### config.mk
export PLATFORM = sky130hd
export DESIGN_NAME = rsc_top
export DESIGN_NICKNAME = d
export VERILOG_FILES = /design/src/rsc_pkg.sv /design/src/rsc_top.sv
export SDC_FILE = /design/constraint.sdc
export NUM_CORES = 1
export LEC_CHECK = 0
export BUFFER_PORTS_ARGS = -buffer_cell sky130_fd_sc_hd__buf_2
export CAP_MARGIN = 20
export CORE_ASPECT_RATIO = 1.25
export CORE_UTILIZATION = 40
export DETAILED_ROUTE_END_ITERATION = 10
export PLACE_DENSITY_LB_ADDON = 0.08
export SYNTH_ARGS = -nofsm -noshare
export SYNTH_HDL_FRONTEND = slang
export SYNTH_SLANG_ARGS = --single-unit
### constraint.sdc
create_clock -name aclk -period 2.6 [get_ports aclk]
set_input_delay 0.13 -clock aclk [delete_from_list [all_inputs] [get_ports aclk]]
set_output_delay 0.13 -clock aclk [all_outputs]
set_load 0.01 [all_outputs]
### src/rsc_pkg.sv
package rsc_pkg;

    // ------------------------------------------------------------
    // Timing
    // ------------------------------------------------------------
    localparam int unsigned CLK_MHZ        = 40;
    localparam int unsigned LONG_DELAY_NS  = 1000000;  // Supply-related release delay
    localparam int unsigned SHORT_DELAY_NS = 100000;   // Other sources release delay
    localparam int unsigned LONG_CYC       = (LONG_DELAY_NS * CLK_MHZ + 999) / 1000;
    localparam int unsigned SHORT_CYC      = (SHORT_DELAY_NS * CLK_MHZ + 999) / 1000;
    localparam int unsigned CNT_W          = 17;

    // ------------------------------------------------------------
    // Register map (byte addresses)
    // ------------------------------------------------------------
    localparam int unsigned ADDR_W   = 5;
    localparam logic [2:0]  IDX_CTRL = 3'h0;  // 0x00 software reset request
    localparam logic [2:0]  IDX_VM1  = 3'h1;  // 0x04 monitor 1 config
    localparam logic [2:0]  IDX_VM2  = 3'h2;  // 0x08 monitor 2 config
    localparam logic [2:0]  IDX_STAT = 3'h3;  // 0x0C sticky status, read only
    localparam logic [2:0]  IDX_CLR  = 3'h4;  // 0x10 status clear, write only
    localparam logic [2:0]  IDX_EN   = 3'h5;  // 0x14 interrupt enable
    localparam logic [2:0]  IDX_MON  = 3'h6;  // 0x18 live levels, read only
    localparam logic [1:0]  RESP_OK  = 2'h0;
    localparam logic [1:0]  RESP_ERR = 2'h2;
    localparam int unsigned SW_RST_BIT = 0;

    // ------------------------------------------------------------
    // Status bit positions
    // ------------------------------------------------------------
    localparam int unsigned ST_W    = 11;
    localparam int unsigned ST_PIN  = 0;
    localparam int unsigned ST_POR  = 1;
    localparam int unsigned ST_VM0  = 2;
    localparam int unsigned ST_VM1  = 3;  // Monitors 1, 2 reset at 3, 4
    localparam int unsigned ST_DSB  = 5;
    localparam int unsigned ST_IWDT = 6;
    localparam int unsigned ST_WDT  = 7;
    localparam int unsigned ST_SW   = 8;
    localparam int unsigned ST_INT1 = 9;  // Monitors 1, 2 interrupt at 9, 10
    localparam int unsigned NSRC    = 9;

    // Monitor 1/2 configuration, reset value all zero (disabled)
    typedef struct packed {
        logic [1:0] lvl;       // Detection level select
        logic       nmi;       // 1: non-maskable interrupt
        logic       timing;    // 0: hold until recovered, 1: pulse from detection
        logic       edge_rise; // 1: detect rise above, 0: fall below
        logic       filt_en;   // Digital filter enable
        logic [1:0] div;       // 0:/2 1:/4 2:/8 3:/16
        logic       rst_mode;  // 1: reset, 0: interrupt
        logic       en;        // Monitor enable
    } rsc_vm_cfg_s;
    localparam int unsigned CFG_W = 10;

    typedef struct packed {
        logic [1:0]              pin_s;
        logic [1:0]              por_s;
        logic [1:0]              vm0_s;
        logic [1:0][1:0]         vm_s;
        logic [1:0]              dsb_s;
        logic [2:0]              osc_s;
        logic                    dsb_prev;
        logic [1:0][3:0]         div;
        logic [1:0][1:0]         hist;
        logic [1:0]              filt;
        logic [1:0]              filt_prev;
        logic [1:0]              vm_pulse;
        logic                    strap_done;
        logic                    vm0_en;
        logic [1:0]              vm0_lvl;
        rsc_vm_cfg_s [1:0]       cfg;
        logic [ST_W-1:0]         status;
        logic [ST_W-1:0]         int_en;
        logic [NSRC-1:0]         act_prev;
        logic [CNT_W-1:0]        cnt;
        logic                    sw_req;
        logic                    sys_reset_n;
        logic                    irq;
        logic                    nmi;
        logic                    aw_got;
        logic [ADDR_W-1:0]       awaddr;
        logic                    w_got;
        logic [31:0]             wdata;
        logic [3:0]              wstrb;
        logic                    awready;
        logic                    wready;
        logic                    bvalid;
        logic [1:0]              bresp;
        logic                    arready;
        logic                    rvalid;
        logic [31:0]             rdata;
        logic [1:0]              rresp;
    } rsc_state_s;

endpackage

### src/rsc_top.sv
`timescale 1ns/1ps
module rsc_top
    import rsc_pkg::*;
#(
    parameter int unsigned LONG_DELAY_CYC = LONG_CYC
)(
    input  wire logic              aclk,
    input  wire logic              aresetn,
    input  wire logic              ext_reset_pin_n,
    input  wire logic              supply_ok,
    input  wire logic              vm0_below,
    input  wire logic              vm1_below,
    input  wire logic              vm2_below,
    input  wire logic              low_speed_osc_clock,
    input  wire logic              dstby_wake,
    input  wire logic              iwdt_underflow,
    input  wire logic              iwdt_refresh_err,
    input  wire logic              wdt_underflow,
    input  wire logic              wdt_refresh_err,
    input  wire logic              vm0_reset_en_strap,
    input  wire logic [1:0]        vm0_level_strap,
    output logic                   sys_reset_n,
    output logic                   irq,
    output logic                   nmi,
    output logic [1:0]             vm0_level_sel,
    output logic [1:0]             vm1_level_sel,
    output logic [1:0]             vm2_level_sel,
    input  wire logic [ADDR_W-1:0] s_axi_awaddr,
    input  wire logic              s_axi_awvalid,
    output logic                   s_axi_awready,
    input  wire logic [31:0]       s_axi_wdata,
    input  wire logic [3:0]        s_axi_wstrb,
    input  wire logic              s_axi_wvalid,
    output logic                   s_axi_wready,
    output logic [1:0]             s_axi_bresp,
    output logic                   s_axi_bvalid,
    input  wire logic              s_axi_bready,
    input  wire logic [ADDR_W-1:0] s_axi_araddr,
    input  wire logic              s_axi_arvalid,
    output logic                   s_axi_arready,
    output logic [31:0]            s_axi_rdata,
    output logic [1:0]             s_axi_rresp,
    output logic                   s_axi_rvalid,
    input  wire logic              s_axi_rready
);

    // ------------------------------------------------------------
    // Constants and helpers
    // ------------------------------------------------------------
    localparam logic [CNT_W-1:0] LONG_LOAD  = CNT_W'(LONG_DELAY_CYC);
    localparam logic [CNT_W-1:0] SHORT_LOAD = CNT_W'(SHORT_CYC);

    // Reset image: pin high, supply seen low, other inputs idle, internal reset held, full power-on delay
    localparam rsc_state_s ST_RST = '{pin_s: 2'b11, por_s: 2'b00, cnt: LONG_LOAD, default: '0};

    // Mask of divider bits for osc divided by 2, 4, 8, 16
    function automatic logic [3:0] div_mask(input logic [1:0] sel);
        logic [3:0] m;
        m = 4'h0;
        for (int b = 0; b < 4; b++)
        begin
            if (b <= int'(sel))
            begin
                m[b] = 1'b1;
            end
        end
        return m;
    endfunction

    // True for an aligned address of a mapped register, false for others
    function automatic logic reg_hit(input logic [ADDR_W-1:0] a);
        return (a[1:0] == 2'b00) && (a[ADDR_W-1:2] <= IDX_MON);
    endfunction

    // Byte-lane merge of write data into a word
    function automatic logic [31:0] merge(input logic [31:0] old, input logic [31:0] nw, input logic [3:0] s);
        logic [31:0] r;
        r = old;
        for (int b = 0; b < 4; b++)
        begin
            if (s[b])
            begin
                r[8*b +: 8] = nw[8*b +: 8];
            end
        end
        return r;
    endfunction

    rsc_state_s q;
    rsc_state_s d;

    // ------------------------------------------------------------
    // Next-state logic
    // ------------------------------------------------------------
    always_comb
    begin
        logic            osc_edge;
        logic            tick;
        logic            raw;
        logic            ev;
        logic [1:0]      vm_level;
        logic [1:0]      int_ev;
        logic [NSRC-1:0] act;
        logic            long_any;
        logic            short_any;
        logic [ST_W-1:0] clr;
        logic [ST_W-1:0] set;
        logic [ST_W-1:0] nmi_mask;
        logic [2:0]      widx;
        logic [31:0]     wv;
        osc_edge  = 1'b0;
        tick      = 1'b0;
        raw       = 1'b0;
        ev        = 1'b0;
        vm_level  = 2'b00;
        int_ev    = 2'b00;
        act       = '0;
        long_any  = 1'b0;
        short_any = 1'b0;
        clr       = '0;
        set       = '0;
        nmi_mask  = '0;
        widx      = 3'h0;
        wv        = 32'h0000_0000;
        d         = q;
        d.sw_req  = 1'b0;

        // Two-flop synchronisers for pins and analogue detectors
        d.pin_s = {q.pin_s[0], ext_reset_pin_n};
        d.por_s = {q.por_s[0], supply_ok};
        d.vm0_s = {q.vm0_s[0], vm0_below};
        d.vm_s[0] = {q.vm_s[0][0], vm1_below};
        d.vm_s[1] = {q.vm_s[1][0], vm2_below};
        d.dsb_s = {q.dsb_s[0], dstby_wake};
        d.osc_s = {q.osc_s[1:0], low_speed_osc_clock};
        d.dsb_prev = q.dsb_s[1];
        osc_edge = q.osc_s[1] & ~q.osc_s[2];

        if (!q.strap_done)
        begin
            d.strap_done = 1'b1;
            d.vm0_en     = vm0_reset_en_strap;
            d.vm0_lvl    = vm0_level_strap;
        end

        // Monitors 1 and 2: filter, edge select, mode
        for (int i = 0; i < 2; i++)
        begin
            raw  = q.vm_s[i][1];
            tick = osc_edge && ((q.div[i] & div_mask(q.cfg[i].div)) == div_mask(q.cfg[i].div));
            if (osc_edge)
            begin
                d.div[i] = q.div[i] + 4'h1;
            end
            if (!q.cfg[i].filt_en)
            begin
                d.filt[i] = raw;
            end
            else if (tick)
            begin
                d.hist[i] = {q.hist[i][0], raw};
                if ((q.hist[i][0] == raw) && (q.hist[i][1] == raw))
                begin
                    d.filt[i] = raw;
                end
            end
            d.filt_prev[i] = q.filt[i];
            ev = q.cfg[i].edge_rise ? (q.filt_prev[i] & ~q.filt[i]) : (~q.filt_prev[i] & q.filt[i]);
            vm_level[i]   = q.cfg[i].en & q.cfg[i].rst_mode & ~q.cfg[i].timing & q.filt[i];
            d.vm_pulse[i] = q.cfg[i].en & q.cfg[i].rst_mode & q.cfg[i].timing & ev;
            int_ev[i]          = q.cfg[i].en & ~q.cfg[i].rst_mode & ev;
            nmi_mask[ST_INT1+i] = q.cfg[i].nmi;
        end

        act[ST_PIN] = ~q.pin_s[1];
        act[ST_POR] = ~q.por_s[1];
        act[ST_VM0] = q.strap_done & q.vm0_en & q.vm0_s[1];
        act[ST_VM1] = vm_level[0] | q.vm_pulse[0];
        act[ST_VM1+1] = vm_level[1] | q.vm_pulse[1];
        act[ST_DSB] = q.dsb_s[1] & ~q.dsb_prev;
        act[ST_IWDT] = iwdt_underflow | iwdt_refresh_err;
        act[ST_WDT] = wdt_underflow | wdt_refresh_err;
        act[ST_SW] = q.sw_req;

        // OR of sources with release delay
        long_any  = act[ST_POR] | act[ST_VM0] | (|vm_level);
        short_any = |act;
        if (long_any)
        begin
            d.cnt = LONG_LOAD;
        end
        else if (short_any)
        begin
            d.cnt = (q.cnt < SHORT_LOAD) ? SHORT_LOAD : q.cnt;
        end
        else if (q.cnt != '0)
        begin
            d.cnt = q.cnt - CNT_W'(1);
        end
        d.sys_reset_n = ~short_any && (d.cnt == '0);
        d.act_prev    = act;

        // AXI write channels, either order
        if (s_axi_awvalid && q.awready)
        begin
            d.aw_got = 1'b1;
            d.awaddr = s_axi_awaddr;
        end
        if (s_axi_wvalid && q.wready)
        begin
            d.w_got = 1'b1;
            d.wdata = s_axi_wdata;
            d.wstrb = s_axi_wstrb;
        end
        if (q.bvalid && s_axi_bready)
        begin
            d.bvalid = 1'b0;
        end
        if (d.aw_got && d.w_got && !q.bvalid)
        begin
            d.aw_got = 1'b0;
            d.w_got  = 1'b0;
            d.bvalid = 1'b1;
            d.bresp  = reg_hit(d.awaddr) ? RESP_OK : RESP_ERR;
            widx     = d.awaddr[ADDR_W-1:2];
            if (reg_hit(d.awaddr))
            begin
                case (widx)
                    IDX_CTRL:
                    begin
                        wv = merge(32'h0000_0000, d.wdata, d.wstrb);
                        d.sw_req = wv[SW_RST_BIT];
                    end
                    IDX_VM1:
                    begin
                        wv = merge(32'(q.cfg[0]), d.wdata, d.wstrb);
                        d.cfg[0] = wv[CFG_W-1:0];
                    end
                    IDX_VM2:
                    begin
                        wv = merge(32'(q.cfg[1]), d.wdata, d.wstrb);
                        d.cfg[1] = wv[CFG_W-1:0];
                    end
                    IDX_CLR:
                    begin
                        wv  = merge(32'h0000_0000, d.wdata, d.wstrb);
                        clr = wv[ST_W-1:0];
                    end
                    IDX_EN:
                    begin
                        wv = merge(32'(q.int_en), d.wdata, d.wstrb);
                        d.int_en = wv[ST_W-1:0];
                    end
                    default:
                    begin
                        wv = 32'h0000_0000;
                    end
                endcase
            end
        end
        d.awready = ~d.aw_got & ~d.bvalid;
        d.wready  = ~d.w_got & ~d.bvalid;

        // Sticky status: new events win over clear
        set = {int_ev, act & ~q.act_prev};
        d.status = (q.status & ~clr) | set;
        d.irq    = |(d.status & d.int_en & ~nmi_mask);
        d.nmi    = |(d.status & nmi_mask);

        // AXI read channel
        if (q.rvalid && s_axi_rready)
        begin
            d.rvalid = 1'b0;
        end
        if (s_axi_arvalid && q.arready)
        begin
            d.rvalid = 1'b1;
            d.rresp  = reg_hit(s_axi_araddr) ? RESP_OK : RESP_ERR;
            case (s_axi_araddr[ADDR_W-1:2])
                IDX_VM1:  d.rdata = 32'(q.cfg[0]);
                IDX_VM2:  d.rdata = 32'(q.cfg[1]);
                IDX_STAT: d.rdata = 32'(q.status);
                IDX_EN:   d.rdata = 32'(q.int_en);
                IDX_MON:  d.rdata = 32'({~q.sys_reset_n, q.filt, q.vm0_s[1], q.por_s[1], q.pin_s[1]});
                default:  d.rdata = 32'h0000_0000;
            endcase
            if (!reg_hit(s_axi_araddr))
            begin
                d.rdata = 32'h0000_0000;
            end
        end
        d.arready = ~d.rvalid;
    end

    // ------------------------------------------------------------
    // State register
    // ------------------------------------------------------------
    always_ff @(posedge aclk)
    begin
        if (!aresetn)
        begin
            q <= ST_RST;
        end
        else
        begin
            q <= d;
        end
    end

    // Outputs straight from state flops
    assign sys_reset_n   = q.sys_reset_n;
    assign irq           = q.irq;
    assign nmi           = q.nmi;
    assign vm0_level_sel = q.vm0_lvl;
    assign vm1_level_sel = q.cfg[0].lvl;
    assign vm2_level_sel = q.cfg[1].lvl;
    assign s_axi_awready = q.awready;
    assign s_axi_wready  = q.wready;
    assign s_axi_bvalid  = q.bvalid;
    assign s_axi_bresp   = q.bresp;
    assign s_axi_arready = q.arready;
    assign s_axi_rvalid  = q.rvalid;
    assign s_axi_rdata   = q.rdata;
    assign s_axi_rresp   = q.rresp;

endmodule

==> flow_summary.ini <==
[global_route]
grt_pass1_wl_um = 28700
track_usage_pct = 21.2
grt_overflow = 0
grt_max_degree = 100
grt_pass1_vias = 5620
antenna_found_initial = 0

[routing]
viasPerCell = 5.11
first_iter_violations = 287
drt-total-wl_um = 17500
drc = 0
drtAntennaViolNets = 0
firstDrtPassIters = 5
wl_per_cell_um = 15.6
routed-via-count = 5715

[worst_setup_path]
critPathSlowestCell = or4b_4
arrival_ns = 2.79
cp_data_required_time_ns = 2.94
cp_max_fo = 3
endpoint_kind = flop
crit_type = input pin to flop
rrSetupSlack_ns = 0.18
worstPathCellList = dlygate4sd3_1 > buf_2 > nor2_1 > and4b_1 > nand4_1 > or4b_4 > xor2_1 > or4b_1 > nor4_1
max_stage_delay_ns = 0.56
critPathLaunchType = input pin

[clock_tree]
htreeDepth = 4
cts_buffers = 17
tritoncts = yes
cts_root_buf = clkbuf_16
clock_path_buffers = 2
cts_setup_buffers = 0
worstSkewPairLatency_ns = 0.43
clkSlewWorstSetupHoldPaths_ns = 0.06
clock-sinks = 148

[cells_and_area]
drive_above_1_share_pct = 23.3
num_antenna_cells = 0
utilization_pct = 50.8
area_growth_pct = 23.4
fin_area_um2 = 8300
nets = 960
final_cells = 1118

[yosys]
syn_avg_cell_area_um2 = 8.73
yosys.cell_types.count = 70
synth_ff_type = dfxtp_1
yosys-top-cells-area = dfxtp_1, nor2_1, buf_4
yosysTopAreaCellShare_pct = 44.0
synth_area_um2 = 6730
netlist_instances = 771
async_flop_share_pct = 0
ys_ff_latch = 148
yosysSeqAreaShare_pct = 44.0
synth-edff-count = 0
synth_top_cell_by_area = dfxtp_1
ys_warn_count = 0

[sta]
fin_crit_sh_pct = 94.3
fin_ws_ns = 0.147
finalHoldViolCount = 0
setup-violations-final = 0
tightest_slew_ns = 0.636
skew_ns = 0.0115
timing.hold.ws_ns = 0.0226
slew_headroom_pct = 57.3
min_period_ns = 2.45
drv_slew = 0
rsz0062_at_grt = false
max_freq_ghz = 0.408

[pwr]
power_density_nw_per_um2 = 639
ir_drop_mv = 0.501
p_leak_nw = 3.37

[floorplan]
ios = 117
num_rows = 52
core_area_um2 = 16300
initial_core_util_pct = 41.2
dieArea_um2 = 17300
chipWidth_um = 118
fp.dieH_um = 147

[placement]
gp_congestion = 0.867
dpl_cell_area_um2 = 7480
place_ws_ns = -0.00168
placed_cells = 1067
io_buffers = 70
dp_hpwl_um = 12500

[outcome]
status = complete, no violations

[min_path]
hp-class = input pin to flop

[run]
maxCapViolations = 0
state kept, by name (all words and copies together) (netlist names):
register	flops
s_axi_bvalid	1
s_axi_bresp	1
vm1_level_sel	2
sys_reset_n	1
s_axi_awready	1
vm0_level_sel	2
irq	1
nmi	1
s_axi_rresp	1
s_axi_rdata	11
s_axi_wready	1
q	109
vm2_level_sel	2
s_axi_rvalid	1
d	12
s_axi_arready	1
power breakdown:
group	total (W)	switching, W	internal [W]
registers	0.00235	0.0000304	0.00232
clock network	0.00255	0.000984	0.00157
logic	0.000398	0.000230	0.000168
through the flow:
| stage | power, W | TNS [ns] |
|---|---|---|
| final | 0.00531 | 0 |
| after detailed placement | 0.00278 | -0.00168 |
| after floorplan | 0.00265 | 0 |
| after global placement | 0.00277 | 0 |
| after CTS | 0.00536 | 0 |
| after global routing | 0.00550 | 0 |
metal layers:
metal  track usage (%)  up-vias  share of wire (%)
li1                  -     2897                  -
met1              26.9     2684                 46
met2              35.2      116                 49
met3              4.85       18                3.6
met4              7.12        0                1.4
met5                 0        -                  0
area by class of cell:
cell class / count / area (um^2)
Inverter: 24 / 90.1
Fill cell: 1596 / 8030
Multi-Input combinational cell: 541 / 3300
Timing Repair Buffer: 157 / 1070
Tap cell: 216 / 270
Sequential cell: 148 / 2960
Clock buffer: 22 / 464
Clock inverter: 10 / 146
logic make-up (layout without fill, tap and decap cells):
| kind of cell | after synthesis | in the layout | share of synthesized area, % |
|---|---|---|---|
| buffers and inverters | 104 | 213 | 8.35 |
| AOI/OAI and AO/OA | 158 | 158 | 15.4 |
| and+or+nand+nor | 300 | 300 | 22.9 |
| xor gates and xnor gates | 13 | 13 | 1.80 |
| DFF | 148 | 148 | 44.0 |
| other | 1 | 23 | 0.0557 |
| adders and majority gates | 4 | 4 | 0.744 |
| muxes | 43 | 43 | 6.68 |
path summary, 6_finish.rpt:
| kind | startpoint | depth (start not counted) | to |
|---|---|---|---|
| setup / recovery | wdt_underflow | 9 | sys_reset_n |
| hold / removal | s_axi_bready | 3 | s_axi_bvalid |
| setup reg to reg | s_axi_awready | 8 | irq |
| hold reg to reg | d[193] | 1 | q[193] |
cells in the mapped netlist, types with 7 or more instances:
cell and instances:
a211oi_1 24, a21oi_1 49, a221oi_1 9, a22oi_1 20, a31oi_1 7, and2_1 29
buf_4 42, clkbuf_1 28, dfxtp_1 148, inv_1 23, mux2_2 14, mux2i_1 28
nand2_1 55, nand2b_1 9, nand3_1 15, nand4_1 8, nor2_1 107, nor2b_1 7
nor3_1 21, nor4_1 7, o21ai_0 22, or2_2 7
critical path, delay by kind of cell:
kind | cells | cell delay [ns]
AND/OR/NAND/NOR | 6 | 1.83
buffers and inverters | 2 | 0.64
XOR/XNOR | 1 | 0.19
cells in the final DEF (no fill, tap or decap), drive strengths merged, types with 3 or more instances in the layout:
master,Yosys,final
bufinv,0,3
and2,29,29
a211oi,24,24
dfxtp,148,148
xor2,6,6
nor2b,7,7
mux2i,28,28
and3,8,8
xnor2,7,7
nand4b,3,3
mux2,15,15
o21ai,24,24
inv,24,26
o2111ai,3,3
a22oi,20,20
or4,3,3
o31ai,3,3
or4b,3,3
ha,4,4
clkbuf,28,22
conb,1,23
nor3,22,22
nand4,8,8
or2,7,7
a21oi,49,49
nor2,109,109
clkinv,0,4
a221oi,9,9
a31oi,7,7
nand2,55,55
nand3b,3,3
dlygate4sd3,0,18
nor4b,3,3
nand2b,9,9
buf,52,139
nor4,7,7
nand3,16,16
repair_timing:
item,CTS,global route
resized for setup,1,3
gates cloned,0,0
hold buffers,18,0
hold endpoints to repair,17,0
setup endpoints to repair,1,1
(Power assumes the default switching activity.)
